--- src/rtl/mcrb_pkg.sv ---
// Purpose: shared constants and types of the motor configuration bank
// Assumes: system clock of 40 MHz
// Notes: status bits 7:5 and address 9 bits 13:0 are not stored here
package mcrb_pkg;
  localparam int CLK_PERIOD_NS = 25;
  localparam int NONVOLATILE_LOAD_OP_TIME_NS = 1000;
  localparam int NONVOLATILE_SAVE_OP_TIME_NS = 10000;
  // least times, rounded up to whole cycles
  localparam int NONVOLATILE_LOAD_OP_CYC =
    (NONVOLATILE_LOAD_OP_TIME_NS + CLK_PERIOD_NS - 1) / CLK_PERIOD_NS;
  localparam int NONVOLATILE_SAVE_OP_CYC =
    (NONVOLATILE_SAVE_OP_TIME_NS + CLK_PERIOD_NS - 1) / CLK_PERIOD_NS;
  localparam int NVM_TMR_W = 9;

  localparam int NUM_WORDS = 10;
  localparam logic [7:0] LAST_ADDR = 8'h09;
  localparam logic [15:0] WORD_RESET = 16'h0000;
  localparam logic [15:0] ADDR9_MASK = 16'hc000;
  localparam logic [7:0] STATUS_WRITE_OP_MASK = 8'h0e;
  localparam logic [3:0] CNT_BYTE_LAST = 4'h7;
  localparam logic [3:0] CNT_WORD_LAST = 4'hf;

  localparam int SR_BUSY_BIT = 0;
  localparam int SR_GATE_BIT = 1;
  localparam int SR_WIRE_BIT = 2;
  localparam int SR_NONVOLATILE_WRITE_GATE_BIT = 3;
  localparam int SR_CAL_BIT = 4;

  localparam int LOOP_MODE_BIT = 0;
  localparam int TACH_SRC_BIT = 15;
  localparam int LOOP_MODE_ADDR = 5;
  localparam int TACH_SRC_ADDR = 8;

  localparam logic [7:0] CODE_SR_RD = 8'h49;
  localparam logic [7:0] CODE_SR_WR = 8'h4a;
  localparam logic [7:0] CODE_REG_RD = 8'h51;
  localparam logic [7:0] CODE_REG_WR = 8'h52;
  localparam logic [7:0] CODE_NONVOLATILE_LOAD_OP = 8'h59;
  localparam logic [7:0] CODE_NONVOLATILE_SAVE_OP = 8'h5a;
  localparam logic [7:0] CODE_NONVOLATILE_ABORT_OP = 8'h5c;

  typedef enum logic [2:0] {
    ST_IDLE = 3'b000,
    ST_CODE = 3'b001,
    ST_ADDR = 3'b011,
    ST_DIN = 3'b010,
    ST_DOUT = 3'b110,
    ST_SKIP = 3'b111
  } mcrb_state_t;

  typedef enum logic [2:0] {
    OP_NONE = 3'h0,
    OP_SR_RD = 3'h1,
    OP_SR_WR = 3'h2,
    OP_REG_RD = 3'h3,
    OP_REG_WR = 3'h4
  } mcrb_op_t;

  typedef enum logic [1:0] {
    NV_IDLE = 2'h0,
    NV_LOAD = 2'h1,
    NV_SAVE = 2'h2
  } mcrb_nv_t;
endpackage : mcrb_pkg

--- src/rtl/mcrb_sync3.sv ---
// Purpose: three-stage synchroniser with agreement filter and edge pulses
// Assumes: input is asynchronous to i_clk
// Notes: a change counts once stages two and three agree
`timescale 1ns/1ps
module mcrb_sync3 #(
  parameter logic RST_VAL = 1'b0
) (
  input wire logic i_clk,
  input wire logic i_rst_n,
  input wire logic i_async,
  output logic o_level,
  output logic o_rise,
  output logic o_fall
);
  logic s1_ff;
  logic s2_ff;
  logic s3_ff;
  logic level_ff;

  always_ff @(posedge i_clk or negedge i_rst_n) begin
    if (!i_rst_n) begin
      s1_ff <= RST_VAL;
      s2_ff <= RST_VAL;
      s3_ff <= RST_VAL;
      level_ff <= RST_VAL;
    end else begin
      s1_ff <= i_async;
      s2_ff <= s1_ff;
      s3_ff <= s2_ff;
      if (s2_ff == s3_ff) begin
        level_ff <= s3_ff;
      end
    end
  end

  assign o_level = level_ff;
  assign o_rise = (s2_ff == s3_ff) && s3_ff && !level_ff;
  assign o_fall = (s2_ff == s3_ff) && !s3_ff && level_ff;
endmodule : mcrb_sync3

--- src/rtl/mcrb_top.sv ---
// Purpose: configuration register bank reached over the serial link
// Assumes: link select, clock and data pins asynchronous to I_CLK_SYS
// Notes: host samples and device shifts on rising link clock edges
// Overview of operation
// busy bit high during normal reads, writes and nonvolatile operations.
// gate bit low admits only status read and write commands.
// wire bit chooses three-wire or two-wire data pins for the link.
// nonvolatile mode bit allows loading at 0, saving at 1.
// status bit 4 reports hall detection failure as 1.
// address 1 holds nonstop enable, halt threshold and launch duty.
// address 2 holds slope break duty and top duty.
// address 3 holds launch speed and loop return hysteresis.
// address 4 holds first slope and two open-loop switches.
// address 5 holds second slope, reverse warning and loop mode.
// address 6 holds two seven-bit gains each with times eight scaling.
// address 7 holds standby, sense, magnet, speed and hall fields.
// address 8 bit 15 selects tach source, 14:12 pulse format.
// address 8 bits 11:9 select command type, invert, reverse launch.
// address 8 bit 8 selects commutation, bit 7 latches short trip.
// address 8 holds blank time, current limit and switching rate.
// address 9 holds stall check on and off time selections.
// status read and normal read codes decoded with their data lengths.
// status write, normal write, load, save and abort codes decoded.
// command code enters serial mode; frame end leaves it if gate low.
// host sends commands only while the tach pin floats.
// status bits 7:5 read zero; all register fields reset to zero.
// busy and calibration flags read-only; other three status bits writable.
`timescale 1ns/1ps
module mcrb_top (
  input wire logic I_CLK_SYS,
  input wire logic I_RST_B,
  input wire logic I_LINK_SEL_B,
  input wire logic I_SPEED_CMD_PIN,
  input wire logic I_TACH_PIN,
  input wire logic I_HALL_CAL_FAIL,
  output logic O_TACH_OUT,
  output logic O_TACH_OE_B,
  output logic O_ALERT_OUT,
  output logic O_ALERT_OE_B,
  output logic O_SERIAL_MODE,
  output logic [7:0] O_STATUS,
  output logic [16*mcrb_pkg::NUM_WORDS-1:0] O_CFG_WORDS,
  output logic O_LOOP_OPEN,
  output logic O_TACH_SRC
);
  import mcrb_pkg::*;

  logic rst_s1_ff;
  logic rst_n;
  logic sel_lvl, sel_rise, sel_fall;
  logic sck_rise;
  logic din_lvl;
  mcrb_state_t state_ff;
  mcrb_op_t op_ff;
  logic [3:0] cnt_ff;
  logic [15:0] shin_ff;
  logic [15:0] shout_ff;
  logic [7:0] addr_ff;
  logic [15:0] wdata_ff;
  logic sr_wr_pls_ff, reg_wr_pls_ff;
  logic load_go_ff, save_go_ff, abort_go_ff;
  logic gate_ff, wire_ff, nonvolatile_write_gate_ff, busy_ff, cal_err_ff;
  logic serial_mode_ff;
  logic [15:0] cfg_ff [NUM_WORDS];
  logic [15:0] nvm_mem [NUM_WORDS];
  mcrb_nv_t nv_ff;
  logic [NVM_TMR_W-1:0] tmr_ff;
  logic tach_oe_b_ff, alert_oe_b_ff, tach_out_ff, alert_out_ff;
  logic [7:0] status_ff;
  logic shift_evt, decode_evt, nv_done;
  logic [7:0] code_w;
  logic [15:0] word_w;
  logic refuse_w;

  always_ff @(posedge I_CLK_SYS or negedge I_RST_B) begin
    if (!I_RST_B) begin
      rst_s1_ff <= 1'b0;
      rst_n <= 1'b0;
    end else begin
      rst_s1_ff <= 1'b1;
      rst_n <= rst_s1_ff;
    end
  end

  mcrb_sync3 #(.RST_VAL(1'b1)) u_sel (
    .i_clk(I_CLK_SYS), .i_rst_n(rst_n), .i_async(I_LINK_SEL_B),
    .o_level(sel_lvl), .o_rise(sel_rise), .o_fall(sel_fall));
  mcrb_sync3 #(.RST_VAL(1'b0)) u_sck (
    .i_clk(I_CLK_SYS), .i_rst_n(rst_n), .i_async(I_SPEED_CMD_PIN),
    .o_level(), .o_rise(sck_rise), .o_fall());
  // data always enters on the tach pin in both wire modes
  mcrb_sync3 #(.RST_VAL(1'b0)) u_din (
    .i_clk(I_CLK_SYS), .i_rst_n(rst_n), .i_async(I_TACH_PIN),
    .o_level(din_lvl), .o_rise(), .o_fall());

  function automatic logic [15:0] rd_word(input logic [7:0] a);
    logic [15:0] v;
    v = WORD_RESET;
    for (int i = 0; i < NUM_WORDS; i++) begin
      if (a == 8'(i)) begin
        v = cfg_ff[i];
      end
    end
    return v;
  endfunction : rd_word

  assign shift_evt = sck_rise && !sel_lvl && !sel_rise && !sel_fall;
  assign decode_evt = shift_evt && (state_ff == ST_CODE)
    && (cnt_ff == CNT_BYTE_LAST);
  assign code_w = {shin_ff[6:0], din_lvl};
  assign word_w = {shin_ff[14:0], din_lvl};
  // reg, load and save ops are refused during nonvolatile work; gate low admits status ops only
  assign refuse_w = (!gate_ff && (code_w != CODE_SR_RD)
    && (code_w != CODE_SR_WR))
    || ((nv_ff != NV_IDLE) && (code_w != CODE_SR_RD)
    && (code_w != CODE_SR_WR) && (code_w != CODE_NONVOLATILE_ABORT_OP));

  always_ff @(posedge I_CLK_SYS or negedge rst_n) begin
    if (!rst_n) begin
      state_ff <= ST_IDLE;
      op_ff <= OP_NONE;
      cnt_ff <= 4'h0;
      shin_ff <= 16'h0000;
      shout_ff <= 16'h0000;
      addr_ff <= 8'h00;
      wdata_ff <= 16'h0000;
      sr_wr_pls_ff <= 1'b0;
      reg_wr_pls_ff <= 1'b0;
      load_go_ff <= 1'b0;
      save_go_ff <= 1'b0;
      abort_go_ff <= 1'b0;
    end else begin
      sr_wr_pls_ff <= 1'b0;
      reg_wr_pls_ff <= 1'b0;
      load_go_ff <= 1'b0;
      save_go_ff <= 1'b0;
      abort_go_ff <= 1'b0;
      if (sel_rise) begin
        state_ff <= ST_IDLE;
        op_ff <= OP_NONE;
      end else if (sel_fall) begin
        state_ff <= ST_CODE;
        cnt_ff <= 4'h0;
      end else if (shift_evt) begin
        shin_ff <= word_w;
        cnt_ff <= cnt_ff + 4'h1;
        case (state_ff)
          ST_CODE: begin
            if (cnt_ff == CNT_BYTE_LAST) begin
              cnt_ff <= 4'h0;
              state_ff <= ST_SKIP;
              if (!refuse_w) begin
                case (code_w)
                  CODE_SR_RD: begin
                    op_ff <= OP_SR_RD;
                    shout_ff <= {status_ff, 8'h00};
                    state_ff <= ST_DOUT;
                  end
                  CODE_SR_WR: begin
                    op_ff <= OP_SR_WR;
                    state_ff <= ST_DIN;
                  end
                  CODE_REG_RD: begin
                    op_ff <= OP_REG_RD;
                    state_ff <= ST_ADDR;
                  end
                  CODE_REG_WR: begin
                    op_ff <= OP_REG_WR;
                    state_ff <= ST_ADDR;
                  end
                  CODE_NONVOLATILE_LOAD_OP: load_go_ff <= !nonvolatile_write_gate_ff;
                  CODE_NONVOLATILE_SAVE_OP: save_go_ff <= nonvolatile_write_gate_ff;
                  CODE_NONVOLATILE_ABORT_OP: abort_go_ff <= 1'b1;
                  default: op_ff <= OP_NONE;
                endcase
              end
            end
          end
          ST_ADDR: begin
            if (cnt_ff == CNT_BYTE_LAST) begin
              cnt_ff <= 4'h0;
              addr_ff <= code_w;
              if (op_ff == OP_REG_RD) begin
                shout_ff <= rd_word(code_w);
                state_ff <= ST_DOUT;
              end else begin
                state_ff <= ST_DIN;
              end
            end
          end
          ST_DIN: begin
            if ((op_ff == OP_SR_WR) && (cnt_ff == CNT_BYTE_LAST)) begin
              wdata_ff <= {8'h00, code_w};
              sr_wr_pls_ff <= 1'b1;
              state_ff <= ST_SKIP;
            end else if (cnt_ff == CNT_WORD_LAST) begin
              wdata_ff <= word_w;
              reg_wr_pls_ff <= 1'b1;
              state_ff <= ST_SKIP;
            end
          end
          ST_DOUT: begin
            shout_ff <= {shout_ff[14:0], 1'b0};
            if ((op_ff == OP_SR_RD) ? (cnt_ff == CNT_BYTE_LAST)
                : (cnt_ff == CNT_WORD_LAST)) begin
              state_ff <= ST_SKIP;
            end
          end
          default: cnt_ff <= 4'h0;
        endcase
      end
    end
  end

  // nonvolatile engine; abort only cuts a save short
  assign nv_done = (nv_ff != NV_IDLE) && (tmr_ff == '0);
  always_ff @(posedge I_CLK_SYS or negedge rst_n) begin
    if (!rst_n) begin
      nv_ff <= NV_IDLE;
      tmr_ff <= '0;
    end else if (abort_go_ff && (nv_ff == NV_SAVE)) begin
      nv_ff <= NV_IDLE;
    end else if (load_go_ff) begin
      nv_ff <= NV_LOAD;
      tmr_ff <= NVM_TMR_W'(NONVOLATILE_LOAD_OP_CYC - 1);
    end else if (save_go_ff) begin
      nv_ff <= NV_SAVE;
      tmr_ff <= NVM_TMR_W'(NONVOLATILE_SAVE_OP_CYC - 1);
    end else if (nv_done) begin
      nv_ff <= NV_IDLE;
    end else if (nv_ff != NV_IDLE) begin
      tmr_ff <= tmr_ff - 1'b1;
    end
  end

  always_ff @(posedge I_CLK_SYS or negedge rst_n) begin
    if (!rst_n) begin
      for (int i = 0; i < NUM_WORDS; i++) begin
        nvm_mem[i] <= WORD_RESET;
      end
    end else if (nv_done && (nv_ff == NV_SAVE)) begin
      for (int i = 0; i < NUM_WORDS; i++) begin
        nvm_mem[i] <= cfg_ff[i];
      end
    end
  end

  // fields of words 0..8 are stored whole; word 9 keeps only its top bits
  always_ff @(posedge I_CLK_SYS or negedge rst_n) begin
    if (!rst_n) begin
      for (int i = 0; i < NUM_WORDS; i++) begin
        cfg_ff[i] <= WORD_RESET;
      end
    end else if (nv_done && (nv_ff == NV_LOAD)) begin
      for (int i = 0; i < NUM_WORDS; i++) begin
        cfg_ff[i] <= nvm_mem[i];
      end
      cfg_ff[NUM_WORDS-1] <= nvm_mem[NUM_WORDS-1] & ADDR9_MASK;
    end else if (reg_wr_pls_ff && (addr_ff <= LAST_ADDR)) begin

      cfg_ff[addr_ff[3:0]] <= (addr_ff == LAST_ADDR)
        ? (wdata_ff & ADDR9_MASK) : wdata_ff;
    end
  end

  always_ff @(posedge I_CLK_SYS or negedge rst_n) begin
    if (!rst_n) begin
      gate_ff <= 1'b0;
      wire_ff <= 1'b0;
      nonvolatile_write_gate_ff <= 1'b0;
    end else if (sr_wr_pls_ff) begin
      gate_ff <= wdata_ff[SR_GATE_BIT] & STATUS_WRITE_OP_MASK[SR_GATE_BIT];
      wire_ff <= wdata_ff[SR_WIRE_BIT] & STATUS_WRITE_OP_MASK[SR_WIRE_BIT];
      nonvolatile_write_gate_ff <= wdata_ff[SR_NONVOLATILE_WRITE_GATE_BIT];
    end
  end

  always_ff @(posedge I_CLK_SYS or negedge rst_n) begin
    if (!rst_n) begin
      busy_ff <= 1'b0;
      cal_err_ff <= 1'b0;
      status_ff <= 8'h00;
    end else begin
      busy_ff <= (nv_ff != NV_IDLE) || (((op_ff == OP_REG_RD)
        || (op_ff == OP_REG_WR)) && (state_ff != ST_IDLE)
        && (state_ff != ST_SKIP));
      cal_err_ff <= I_HALL_CAL_FAIL;
      status_ff <= {3'b000, cal_err_ff, nonvolatile_write_gate_ff, wire_ff, gate_ff,
        busy_ff};
    end
  end

  // motor logic stops while serial mode stands
  always_ff @(posedge I_CLK_SYS or negedge rst_n) begin
    if (!rst_n) begin
      serial_mode_ff <= 1'b0;
    end else if (decode_evt) begin
      serial_mode_ff <= 1'b1;
    end else if (sel_rise && !gate_ff) begin
      serial_mode_ff <= 1'b0;
    end
  end

  // tach pin floats in serial mode except while it carries read data
  always_ff @(posedge I_CLK_SYS or negedge rst_n) begin
    if (!rst_n) begin
      tach_oe_b_ff <= 1'b1;
      alert_oe_b_ff <= 1'b1;
      tach_out_ff <= 1'b0;
      alert_out_ff <= 1'b0;
    end else begin
      tach_oe_b_ff <= !((state_ff == ST_DOUT) && wire_ff);
      alert_oe_b_ff <= !((state_ff == ST_DOUT) && !wire_ff);
      tach_out_ff <= shout_ff[15];
      alert_out_ff <= shout_ff[15];
    end
  end

  assign O_TACH_OUT = tach_out_ff;
  assign O_TACH_OE_B = tach_oe_b_ff;
  assign O_ALERT_OUT = alert_out_ff;
  assign O_ALERT_OE_B = alert_oe_b_ff;
  assign O_SERIAL_MODE = serial_mode_ff;
  assign O_STATUS = status_ff;
  for (genvar g = 0; g < NUM_WORDS; g++) begin : g_cfg
    assign O_CFG_WORDS[16*g +: 16] = cfg_ff[g];
  end
  assign O_LOOP_OPEN = cfg_ff[LOOP_MODE_ADDR][LOOP_MODE_BIT];
  assign O_TACH_SRC = cfg_ff[TACH_SRC_ADDR][TACH_SRC_BIT];

  AST_BUSY_IDLE: assert property (@(posedge I_CLK_SYS)
    disable iff (!rst_n) (nv_ff == NV_IDLE) && (state_ff == ST_IDLE)
    |=> !busy_ff) else $error("busy set while idle");
  AST_BUSY_NVM: assert property (@(posedge I_CLK_SYS)
    disable iff (!rst_n) load_go_ff |=> ##1 busy_ff[*2])
    else $error("busy missing during load");
  AST_GATE: assert property (@(posedge I_CLK_SYS)
    disable iff (!rst_n) decode_evt && !gate_ff && (code_w == CODE_REG_WR)
    |=> (state_ff == ST_SKIP) && !load_go_ff)
    else $error("gated command accepted");
  AST_WIRE: assert property (@(posedge I_CLK_SYS)
    disable iff (!rst_n) (state_ff == ST_DOUT) && $stable(state_ff) |=>
    (tach_oe_b_ff == !$past(wire_ff)) && (alert_oe_b_ff == $past(wire_ff)))
    else $error("data pin choice wrong");
  AST_NVM_MODE: assert property (@(posedge I_CLK_SYS)
    disable iff (!rst_n) (load_go_ff |-> !nonvolatile_write_gate_ff)
    and (save_go_ff |-> nonvolatile_write_gate_ff)) else $error("nonvolatile mode ignored");
  AST_CAL: assert property (@(posedge I_CLK_SYS)
    disable iff (!rst_n) I_HALL_CAL_FAIL |=> ##1 O_STATUS[SR_CAL_BIT])
    else $error("calibration failure not shown");
  AST_ADDR9: assert property (@(posedge I_CLK_SYS)
    disable iff (!rst_n) (cfg_ff[NUM_WORDS-1] & ~ADDR9_MASK) == 16'h0000)
    else $error("unused word 9 bits set");
  AST_SR_RSVD: assert property (@(posedge I_CLK_SYS)
    disable iff (!rst_n) O_STATUS[7:5] == 3'b000)
    else $error("reserved status bits set");
  AST_STATUS_WRITE_OP: assert property (@(posedge I_CLK_SYS)
    disable iff (!rst_n) sr_wr_pls_ff
    |=> (gate_ff == $past(wdata_ff[SR_GATE_BIT]))
    && (nonvolatile_write_gate_ff == $past(wdata_ff[SR_NONVOLATILE_WRITE_GATE_BIT])))
    else $error("status write lost");
  AST_SERIAL: assert property (@(posedge I_CLK_SYS)
    disable iff (!rst_n) decode_evt |=> serial_mode_ff)
    else $error("serial mode not entered");
endmodule : mcrb_top

--- config.mk ---
export PLATFORM = sky130hd
export DESIGN_NAME = mcrb_top
export DESIGN_NICKNAME = d
export VERILOG_FILES = /design/src/rtl/mcrb_pkg.sv /design/src/rtl/mcrb_sync3.sv /design/src/rtl/mcrb_top.sv
export SDC_FILE = /design/constraint.sdc
export NUM_CORES = 1
export LEC_CHECK = 0
export ABC_CLOCK_PERIOD_IN_PS = 33600
export BUFFER_PORTS_ARGS = -buffer_cell sky130_fd_sc_hd__buf_2
export CAP_MARGIN = 20
export CORE_UTILIZATION = 35
export DETAILED_ROUTE_END_ITERATION = 10
export GPL_ROUTABILITY_DRIVEN = 0
export PLACE_DENSITY = 0.58
export SLEW_MARGIN = 20
export SYNTH_ARGS = -nofsm -noshare
export SYNTH_HDL_FRONTEND = slang
export SYNTH_SLANG_ARGS = --single-unit
export TNS_END_PERCENT = 50
--- constraint.sdc ---
create_clock -name I_CLK_SYS -period 33.6 [get_ports I_CLK_SYS]
set_input_delay 1.68 -clock I_CLK_SYS [delete_from_list [all_inputs] [get_ports I_CLK_SYS]]
set_output_delay 1.68 -clock I_CLK_SYS [all_outputs]
set_load 0.1 [all_outputs]
# [Word level (Yosys, flattened, before mapping)]
# Index checks and enable logic that the tools add are counted.
[totals] regBits=429 inputBits=6 out_inout_bits=175 elab_cells=275
[classes] addsub=2 n_lt_le_gt_ge=3 n_eq_ne=49 n_mux=90 n_bitwise=4 reduce_logical=69
[op_table] cell="160-bit 2-to-1 mux" count=2
[op_table] cell="16-bit 2-to-1 mux" count=18
[op_table] cell="160-bit bitwise mux" count=1
[op_table] cell="16-bit demux with 4-bit select" count=1
[op_table] cell="8-bit by 7-bit == test with 1-bit output, second input constant" count=7
[op_table] cell="3-bit 2-to-1 mux" count=16
[op_table] cell="16-bit case mux with 3 select lines" count=1
[op_table] cell="9-bit 2-to-1 mux" count=4
[op_table] cell="1-bit 2-to-1 mux" count=35
[op_table] cell="8-bit by 3-bit == test with 1-bit output, second input constant" count=4
[op_table] cell="1-bit logical AND" count=28
[op_table] cell="8-bit by 4-bit == test with 1-bit output, second input constant" count=3
[op_table] cell="8-bit by 7-bit inequality test with 1-bit output, second input constant" count=3
[op_table] cell="8-bit by 2-bit == test with 1-bit output, second input constant" count=2
[op_table] cell="2-bit nonzero test" count=8
[op_table] cell="3-bit case mux with 5 select lines" count=1
[op_table] cell="14-bit 2-to-1 mux" count=1
[op_table] cell="3-bit by 2-bit == test with 1-bit output, second input constant" count=4
[op_table] cell="4-bit 2-to-1 mux" count=3
[op_table] cell="3-bit case mux with 4 select lines" count=1
[op_table] cell="6-bit AND reduction" count=2
[op_table] cell="3-bit nonzero test" count=4
[op_table] cell="1-bit zero test" count=10
[op_table] cell="2-bit inequality test, second input constant" count=5
[op_table] cell="34 further kinds" count=53

# [Logic depth before layout (Yosys ltp)]
# Gate-level depths: netlist of run 1.
[logic_depth] ltp_word=14 depth_mapped=10 depth_no_buf=7

# [Hierarchy]
# Synthesis of run 1 repeated with hierarchy kept, for this count alone.
[hier_totals] hier_cells=1583 hier_area_um2=18390.1
[by_module_without_submodules] module="mcrb_top" instances=1 cells_each=1550 area_each_um2=17904.7 seq_area_each_um2=10087.2
[by_module_without_submodules] module="mcrb_sync3 at u_din ..." instances=2 cells_each=11 area_each_um2=160.2 seq_area_each_um2=100.1
[by_module_without_submodules] module="mcrb_sync3 at u_sel" instances=1 cells_each=11 area_each_um2=165.2 seq_area_each_um2=105.1

# [Worst setup path before layout of run 1]
# Ideal clock, no wire load.
[synth_path] kind="reg2out" startpoint="register cfg_ff, in the netlist O_CFG_WORDS[80]" endpoint="output port O_CFG_WORDS[80] (netlist name)" arrival_ns=1.366 required_time_ns=31.920 path_slack_ns=30.554 stages_incl_launch_ff=2 path_buffers=1 path_cell_list="dfrtp_1 buf_4"
[synth_rtl] element="start: declaration" line_no="mcrb_top.sv:64" text="logic [15:0] cfg_ff [NUM_WORDS];"
[synth_rtl] element="start signal: indexed assignment" line_no="mcrb_top.sv:256" text="cfg_ff[i] <= nvm_mem[i];"
[synth_rtl] element="start signal: indexed assignment" line_no="mcrb_top.sv:258" text="cfg_ff[NUM_WORDS-1] <= nvm_mem[NUM_WORDS-1] & ADDR9_MASK;"
[synth_rtl] element="start signal: indexed assignment" line_no="mcrb_top.sv:261" text="cfg_ff[addr_ff[3:0]] <= (addr_ff == LAST_ADDR)"
[synth_rtl] element="end: declaration" line_no="mcrb_top.sv:42" text="output logic [16*mcrb_pkg::NUM_WORDS-1:0] O_CFG_WORDS,"
# No word-level cell between the ends.

# [Worst setup path after layout of run 1]
[layout_path] startpoint="register tmr_ff[0]" endpoint="register nvm_mem[39] (netlist name)"
[layout_between] elab_chain_cells=3
[layout_lines] element="start: declaration" line_no="mcrb_top.sv:67" text="logic [NVM_TMR_W-1:0] tmr_ff;"
[layout_lines] element="start signal: assignment" line_no="mcrb_top.sv:225" text="tmr_ff <= NVM_TMR_W'(NONVOLATILE_LOAD_OP_CYC - 1);"
[layout_lines] element="start signal: assignment" line_no="mcrb_top.sv:228" text="tmr_ff <= NVM_TMR_W'(NONVOLATILE_SAVE_OP_CYC - 1);"
[layout_lines] element="start signal: assignment" line_no="mcrb_top.sv:232" text="tmr_ff <= tmr_ff - 1'b1;"
[layout_lines] element="9-bit zero test" line_no="mcrb_top.sv:216" text="assign nv_done = (nv_ff != NV_IDLE) && (tmr_ff == '0);"
[layout_lines] element="1-bit logical AND" line_no="mcrb_top.sv:216"
[layout_lines] element="1-bit logical AND" line_no="mcrb_top.sv:241" text="end else if (nv_done && (nv_ff == NV_SAVE)) begin"
[layout_lines] element="end signal: indexed assignment" line_no="mcrb_top.sv:243" text="nvm_mem[i] <= cfg_ff[i];"
[layout_lines] element="end: declaration" line_no="mcrb_top.sv:65" text="logic [15:0] nvm_mem [NUM_WORDS];"
# Every way passes these cells.
# A chain may end at the register's enable or synchronous reset.

==> results of run 1 <==
==> layer usage <==
metal | wire (µm) | GRT usage | vias to the layer above | part of all wire
met2 | 27600 | 0.332 | 516 | 0.46
met5 | 0 | 0 | - | 0
met1 | 26600 | 0.306 | 7085 | 0.45
li1 | - | - | 6207 | -
met3 | 3830 | 0.0403 | 86 | 0.064
met4 | 1770 | 0.0695 | 0 | 0.030
==> report_power, final <==
| group | internal, mW | switching [mW] |
|---|---|---|
| clock network | 0.313 | 0.208 |
| logic | 0.0301 | 0.0819 |
| registers | 0.504 | 0.0144 |
==> cell usage in the layout (no fill, tap or decap), types with 6 or more instances in the layout <==
master / count
clkbuf_16: 47
nand2b_1: 15
and2_1: 37
o21ai_1: 11
clkinv_2: 6
buf_2: 177
o21ai_0: 184
o211ai_1: 7
inv_1: 15
nand2_1: 237
dfrtp_1: 406
nor3_1: 15
and3_1: 7
nor4_1: 7
nand3_1: 19
mux2_2: 172
nand3b_1: 7
a211oi_1: 6
buf_4: 21
mux4_2: 15
a22oi_1: 7
mux2i_1: 161
dfstp_2: 6
a31oi_1: 17
nor2_1: 42
a21oi_1: 22
nor2b_1: 6
clkbuf_8: 12
clkbuf_1: 9
o22ai_1: 12
==> sequential cells by signal, summed over array words and instances (netlist names), 2 cells and up <==
signal	flops
nv_ff	2
op_ff	3
wdata_ff	16
O_CFG_WORDS	160
O_STATUS	5
addr_ff	8
nvm_mem	146
tmr_ff	9
state_ff	3
shout_ff	16
cnt_ff	4
shin_ff	15
==> per-stage QoR <==
stage	setup WS (ns)	area, µm²	power, mW	instances
finish	29.79	22100	1.15	2530
CTS	29.59	22100	1.16	2527
global placement	29.64	20500	0.635	2444
detailed placement	29.62	20500	0.636	2445
global route	29.51	22100	1.19	2528
floorplan	21.19	19200	0.600	1687
==> worst paths after layout <==
path	end	cells past startpoint	from
min in group asynchronous	O_CFG_WORDS[85]	0	rst_n
max in group asynchronous	nvm_mem[152]	3	rst_n
worst max-delay path	nvm_mem[39]	8	tmr_ff[0]
worst min-delay path	u_din.s2_ff	0	u_din.s1_ff
worst max register to register	nvm_mem[39]	8	tmr_ff[0]
worst min register to register	u_din.s2_ff	0	u_din.s1_ff
==> critical path, cell delays in order (launching register included) <==
cell and delay, ns:
dfrtp_1 0.41, inv_1 0.07, ha_1 0.20, nor3b_1 0.38, nand3_1 0.28, nor3b_2 0.25
buf_4 0.77, buf_6 0.70, mux2_2 0.41
==> cell families after synthesis <==
family,synth area share
DFF,0.540
xor gates and xnor gates,0.00319
buffers and inverters,0.0386
other,0.000390
and+or+nand+nor,0.114
adders and majority gates,0.00377
muxes,0.203
AOI/OAI and AO/OA,0.0975
==> layout make-up <==
cell class,instances,area (µm²)
clock buffers,68,1380
multi-input cells,1118,8140
well taps,696,871
diodes,2,5.00
inverters,15,56.3
repair buffers,202,1090
flip-flops and latches,415,10400
clock inverters,14,184
fillers,5133,31900
==> flow_summary.yaml, run 1 <==
route:
  viasPerCell: 5.49
  drcViolationCount: 0
  drt_iter0_drc: 1398
  routed_wl_um: 59800
  first_pass_iters: 6
  route.detailed.wl_per_inst_um: 23.7
  drtAntennaViolNets: 0
  vias: 13900
clocking:
  clockBufferDepth: 3
  cts_resized: 0
  clock_sinks: 415
  insertion_delay_ns: 0.59
  cts_inserted_buffers: 45
  hold_buffers: 0
  cts_setup_buffers: 0
  path_clk_slew_ns: 0.06
  ctsRootBufferMaster: "clkbuf_16"
  htree_levels: 2
  cts_tree: "yes"
floorplan:
  core_um2: 54000
  ios: 181
  die_h_um: 236
  start_util: 0.356
  fp.dieW_um: 236
  rows: 85
  dieArea_um2: 55900
logic_synthesis:
  netlist_top_cells_count: "dfrtp_1, nand2_1, o21ai_0"
  synthArstFlopShare: 1.00
  yosysSeqAreaShare: 0.540
  synth_cells: 1685
  synth.distinct_cells: 82
  synth.area.top_cells: "dfrtp_1, mux2_2, mux2i_1"
  yosysTopAreaCell: "dfrtp_1"
  ys_ff_latch: 415
  synth_edf_count: 0
  yosysWarnings: 0
  yosysTopAreaCellShare: 0.532
  synth-main-ff-cell: "dfrtp_1"
  syn_area_um2: 19200
  avgSynthCellArea_um2: 11.4
  yosys.cell_count.top_type: "dfrtp_1"
power:
  ir_worst_vdd_uv: 32.3
  p_per_area_nw_per_um2: 52.1
  power.leakage_nw: 10.6
global_routing:
  grt_max_degree: 127
  grt_overflow: 0
  grt_pass1_wl_um: 90600
  antenna_found_initial: 2
  first_global_vias: 13400
  grtUsageTotal: 0.215
timing:
  slew_headroom: 0.291
  drv_slew: 0
  clock_skew_ns: 0.0306
  tns_ns: 0
  rsz0062_at_grt: "false"
  holdWs_ns: 0.338
  finalCritPeriodShare: 0.113
  tightest_slew_ns: 1.06
  max_freq_ghz: 0.262
  setup_viol: 0
  timing_hold_violations_final: 0
  min_period_ns: 3.81
setup_path:
  worstSetupPathType: "register to register"
  cp_data_arrival_time_ns: 4.27
  cp_max_fo: 79
  critPathCaptureType: "register"
  cp-start-kind: "register"
  crit_required_ns: 34.06
  r2r_slack_ns: 29.79
layout:
  drive_gt1_frac: 0.272
  fin_util: 0.409
  fin_nets: 1808
  area_delta_synth_final_pct: 15.0
flow_run:
  cap_violations: 0
worst_hold_path:
  hold_class: "register to register"
placement:
  dpl.hpwl_um: 40600
  io_buffers: 177
run_status:
  outcome: "completed"
Note: power is estimated with default switching activity, not from simulation.
==> run 2: changes to the inputs <==
- ABC_CLOCK_PERIOD_IN_PS: 33600 -> 3570
- clock period: 33.6 -> 3.57 ns (I/O delays scaled with it)
==> run 2 against run 1 <==
Final cell count is 0.55% higher. Non-clock buffer count is 15 higher. Die area stayed put. Largest cell class unchanged. Highest routed layer is now met5.
==> flow_summary.yaml, run 2 (synthesis results as in run 1) <==
run_status:
  outcome: "completed"
placement:
  io_buffers: 177
  dpl.hpwl_um: 41200
timing:
  max_freq_ghz: 0.354
  setup_viol: 0
  slew_headroom: 0.287
  rsz0062_at_grt: "false"
  holdWs_ns: 0.256
  timing_hold_violations_final: 0
  drv_slew: 0
  tightest_slew_ns: 1.07
  min_period_ns: 2.82
  clock_skew_ns: 0.0170
  finalCritPeriodShare: 0.791
setup_path:
  cp_data_arrival_time_ns: 3.28
  cp_max_fo: 82
  cp-start-kind: "register"
  critPathCaptureType: "register"
  reg2reg_from: "tmr_ff[0]"
  crit_required_ns: 4.03
  worstSetupPathType: "register to register"
  crit_start: "tmr_ff[0]"
layout:
  antenna_cells: 0
  fin_nets: 1824
  largest_register_ff_count: 160
  layout_common_cells: "dfrtp_1, nand2_1, o21ai_0"
  fin_util: 0.412
  seq_area_um2: 10400
  drive_gt1_frac: 0.271
  multiInputGateArea_um2: 8130
  area_delta_synth_final_pct: 15.8
  nFillCells: 5154
  final_common_cell: "dfrtp_1"
clocking:
  cts_inserted_buffers: 46
  path_clk_slew_ns: 0.06
  htree_levels: 2
  clock_sinks: 415
  clockBufferDepth: 3
  cts_tree: "yes"
  insertion_delay_ns: 0.57
  ctsRootBufferMaster: "clkbuf_16"
  cts_setup_buffers: 0
global_routing:
  grt_pass1_wl_um: 89000
  first_global_vias: 13200
  grt_overflow: 0
  grt_max_degree: 159
  grtUsageTotal: 0.213
  antenna_found_initial: 1
power:
  power.leakage_nw: 10.7
  ir_worst_vdd_uv: 410
  p_per_area_nw_per_um2: 481
floorplan:
  start_util: 0.356
  dieArea_um2: 55900
  ios: 181
  die_h_um: 236
  core_um2: 54000
  fp.dieW_um: 236
  rows: 85
route:
  vias: 14000
  drcViolationCount: 0
  drtAntennaViolNets: 0
  viasPerCell: 5.49
  drt_iter0_drc: 1438
  route.detailed.wl_per_inst_um: 23.5
  first_pass_iters: 5
  routed_wl_um: 59700
worst_hold_path:
  hold_path_startpoint: "I_TACH_PIN"
  hold_class: "input port to register"
flow_run:
  cap_violations: 0
-- run 2: cell count changes in the layout (fill, tap and decap cells not counted), sizes merged --
cell,change
clkbuf,+7
dlygate4sd3,+6
diode,-2
bufinv,-2
clkinvlp,-1
buf,+9
clkinv,-3
-- run 2: final cells by class --
type / instances / area share
clock buffers: 75 / 0.0633
clock inverters: 8 / 0.00438
inverters: 15 / 0.00253
multi-input cells: 1118 / 0.365
flip-flops and latches: 415 / 0.467
well taps: 696 / 0.0391
repair buffers: 217 / 0.0590
-- run 2: where the power goes --
| group | internal (mW) | leakage, nW | switching [mW] |
|---|---|---|---|
| clock network | 2.84 | 0.743 | 1.92 |
| registers | 4.75 | 5.74 | 0.182 |
| logic | 0.316 | 4.23 | 0.713 |
-- run 2: worst max-delay path, stage by stage, from the launching register on --
cell	delay [ns]
dfrtp_1	0.40
inv_1	0.07
ha_1	0.19
nor3b_1	0.39
nand3_1	0.28
nor3b_2	0.45
buf_12	0.43
mux2_2	0.40
-- run 2: worst paths after layout --
kind	cells after the start	endpoint	slack, ns
setup / recovery	7	nvm_mem[75]	0.75
hold / removal	2	u_din.s1_ff	0.26
setup reg to reg	7	nvm_mem[75]	0.75
hold reg to reg	0	nvm_mem[69]	0.34
max in group asynchronous	1	O_CFG_WORDS[111]	2.28
min in group asynchronous	0	nvm_mem[69]	0.34
-- run 2: through the flow --
step	TNS (ns)	cell area, µm²	total power [mW]	worst slack, ns	std cells
final	0	22300	10.7	0.748	2544
after CTS	0	22300	10.8	0.758	2544
after floorplan	-202.85	19300	5.65	-0.498	1687
after detailed placement	0	20700	5.99	0.793	2455
after global routing	0	22300	11.1	0.575	2544
after global placement	0	20700	5.98	0.814	2455
-- run 2: per-layer routing --
layer | track usage | wire, µm | up-vias
met5 | 0 | 14 | -
met4 | 0.0683 | 1870 | 2
met3 | 0.0550 | 4900 | 100
met2 | 0.315 | 26700 | 535
met1 | 0.302 | 26200 | 7119
li1 | - | - | 6206
-- run 2: repair_timing --
action	CTS	global route
hold buffers	6	0
resized for setup	0	0
hold endpoints to repair	6	0
==> run 3: changes to the inputs <==
- ABC_CLOCK_PERIOD_IN_PS: 3570 -> 2550
- PLACE_DENSITY: 0.58 -> 0.6
- clock period: 3.57 -> 2.55 ns (I/O delays scaled with it)
==> run 3 against run 2 <==
Final area increased by 4.5%. Sequential power grew 38%. Global-route usage increased by 0.73 points. Largest power group is now the clock network. Setup slack got worse by 0.70 ns. Highest routed layer is now met4.
==> flow_summary.yaml, run 3 (synthesis results as in run 1) <==
run_status:
  outcome: "completed"
power:
  power.leakage_nw: 11.3
  ir_worst_vdd_uv: 546
  p_per_area_nw_per_um2: 674
timing:
  clock_skew_ns: 0.0177
  max_freq_ghz: 0.400
  rsz0062_at_grt: "false"
  min_period_ns: 2.50
  tns_ns: 0
  setup_viol: 0
  tightest_slew_ns: 0.938
  finalCritPeriodShare: 0.980
  holdWs_ns: 0.202
  drv_slew: 0
  timing_hold_violations_final: 0
  slew_headroom: 0.374
setup_path:
  ff2ff_path_depth: 8
  crit_buf_inv: 3
  crit_required_ns: 2.99
  crit_top_cell: "buf_4"
  worstSetupPathType: "register to register"
  cp_max_fo: 21
  cpPeakStageDelay_ns: 0.53
  path_depth: 8
  path_delay_family: "compound AO/OA/AOI/OAI gates"
  cp_data_arrival_time_ns: 2.93
  crit_slowest_cell: "dfrtp_4"
  cp-start-kind: "register"
  path_cells: "buf_4 > buf_12 > nor2b_1 > buf_4 > a221oi_1 > nor4_1 > o31ai_1 > a31oi_1"
  critPathCaptureType: "register"
clocking:
  cts_tree: "yes"
  clockBufferDepth: 3
  ctsRootBufferMaster: "clkbuf_16"
  cts_setup_buffers: 0
  clock_sinks: 415
  path_clk_slew_ns: 0.06
  insertion_delay_ns: 0.59
  cts_inserted_buffers: 47
  htree_levels: 2
route:
  viasPerCell: 5.43
  drcViolationCount: 0
  vias: 14300
  route.detailed.wl_per_inst_um: 23.3
  first_pass_iters: 5
  drt_iter0_drc: 1313
  drtAntennaViolNets: 0
  routed_wl_um: 61300
worst_hold_path:
  hold_class: "input port to register"
  hold_depth: 2
global_routing:
  antenna_found_initial: 1
  grt_pass1_wl_um: 92500
  grtUsageTotal: 0.220
  grt_overflow: 0
  first_global_vias: 14200
  grt_max_degree: 72
floorplan:
  fp.dieW_um: 236
  dieArea_um2: 55900
  die_h_um: 236
  core_um2: 54000
  ios: 181
  start_util: 0.356
  rows: 85
layout:
  final_common_cell: "dfrtp_1"
  largest_register_ff_count: 160
  nFillCells: 5010
  instances_no_fill: 2628
  area_delta_synth_final_pct: 21.0
  multiInputGateArea_um2: 8140
  drive_gt1_frac: 0.307
  fin_nets: 1905
  layout_common_cells: "dfrtp_1, nand2_1, o21ai_0"
  fin_util: 0.431
  seq_area_um2: 10400
placement:
  dp.cells: 2535
  io_buffers: 177
  dpl.hpwl_um: 44400
flow_run:
  cap_violations: 0
==> run 3: what timing repair did <==
| item | in CTS | in global routing |
|---|---|---|
| hold buffers | 6 | 0 |
| endpoints found under the setup margin | 0 | 190 |
| gates resized for setup | 0 | 2 |
| endpoints found under the hold margin | 6 | 0 |
==> run 3: per-stage QoR <==
stage	power, mW	area, µm²	setup WS (ns)
floorplan	7.90	19300	-1.52
global placement	8.58	21600	0.0608
detailed placement	8.60	21600	0.0564
CTS	15.7	23300	0.0137
global route	16.2	23300	0.0124
finish	15.7	23300	0.0517
==> run 3: cell type report <==
cell class,count,area share
clock inverters,14,0.00838
multi-input cells,1118,0.350
clock buffers,72,0.0623
diodes,1,0.000107
well taps,696,0.0374
flip-flops and latches,415,0.447
inverters,15,0.00242
repair buffers,297,0.0930
==> run 3: path summary, 6_finish.rpt <==
| path | start | slack (ns) | end |
|---|---|---|---|
| max | u_din.o_level | 0.05 | shout_ff[2] |
| min | I_TACH_PIN | 0.20 | u_din.s1_ff |
| max reg2reg | u_din.o_level | 0.05 | shout_ff[2] |
| min reg2reg | rst_n | 0.27 | nvm_mem[66] |
| max in group asynchronous | rst_n | 1.31 | nvm_mem[141] |
| min in group asynchronous | rst_n | 0.27 | nvm_mem[66] |
==> run 3: report_power, final <==
part / internal (mW) / leakage (nW) / switching, mW
registers: 6.65 / 5.74 / 0.133
logic: 0.604 / 4.71 / 1.19
clock network: 4.33 / 0.813 / 2.81
==> run 3: metal layers <==
| metal | track usage | vias up | share of wire |
|---|---|---|---|
| met5 | 0 | - | 0 |
| li1 | - | 6382 | - |
| met4 | 0.0962 | 0 | 0.041 |
| met2 | 0.331 | 527 | 0.45 |
| met1 | 0.308 | 7260 | 0.44 |
| met3 | 0.0419 | 110 | 0.064 |
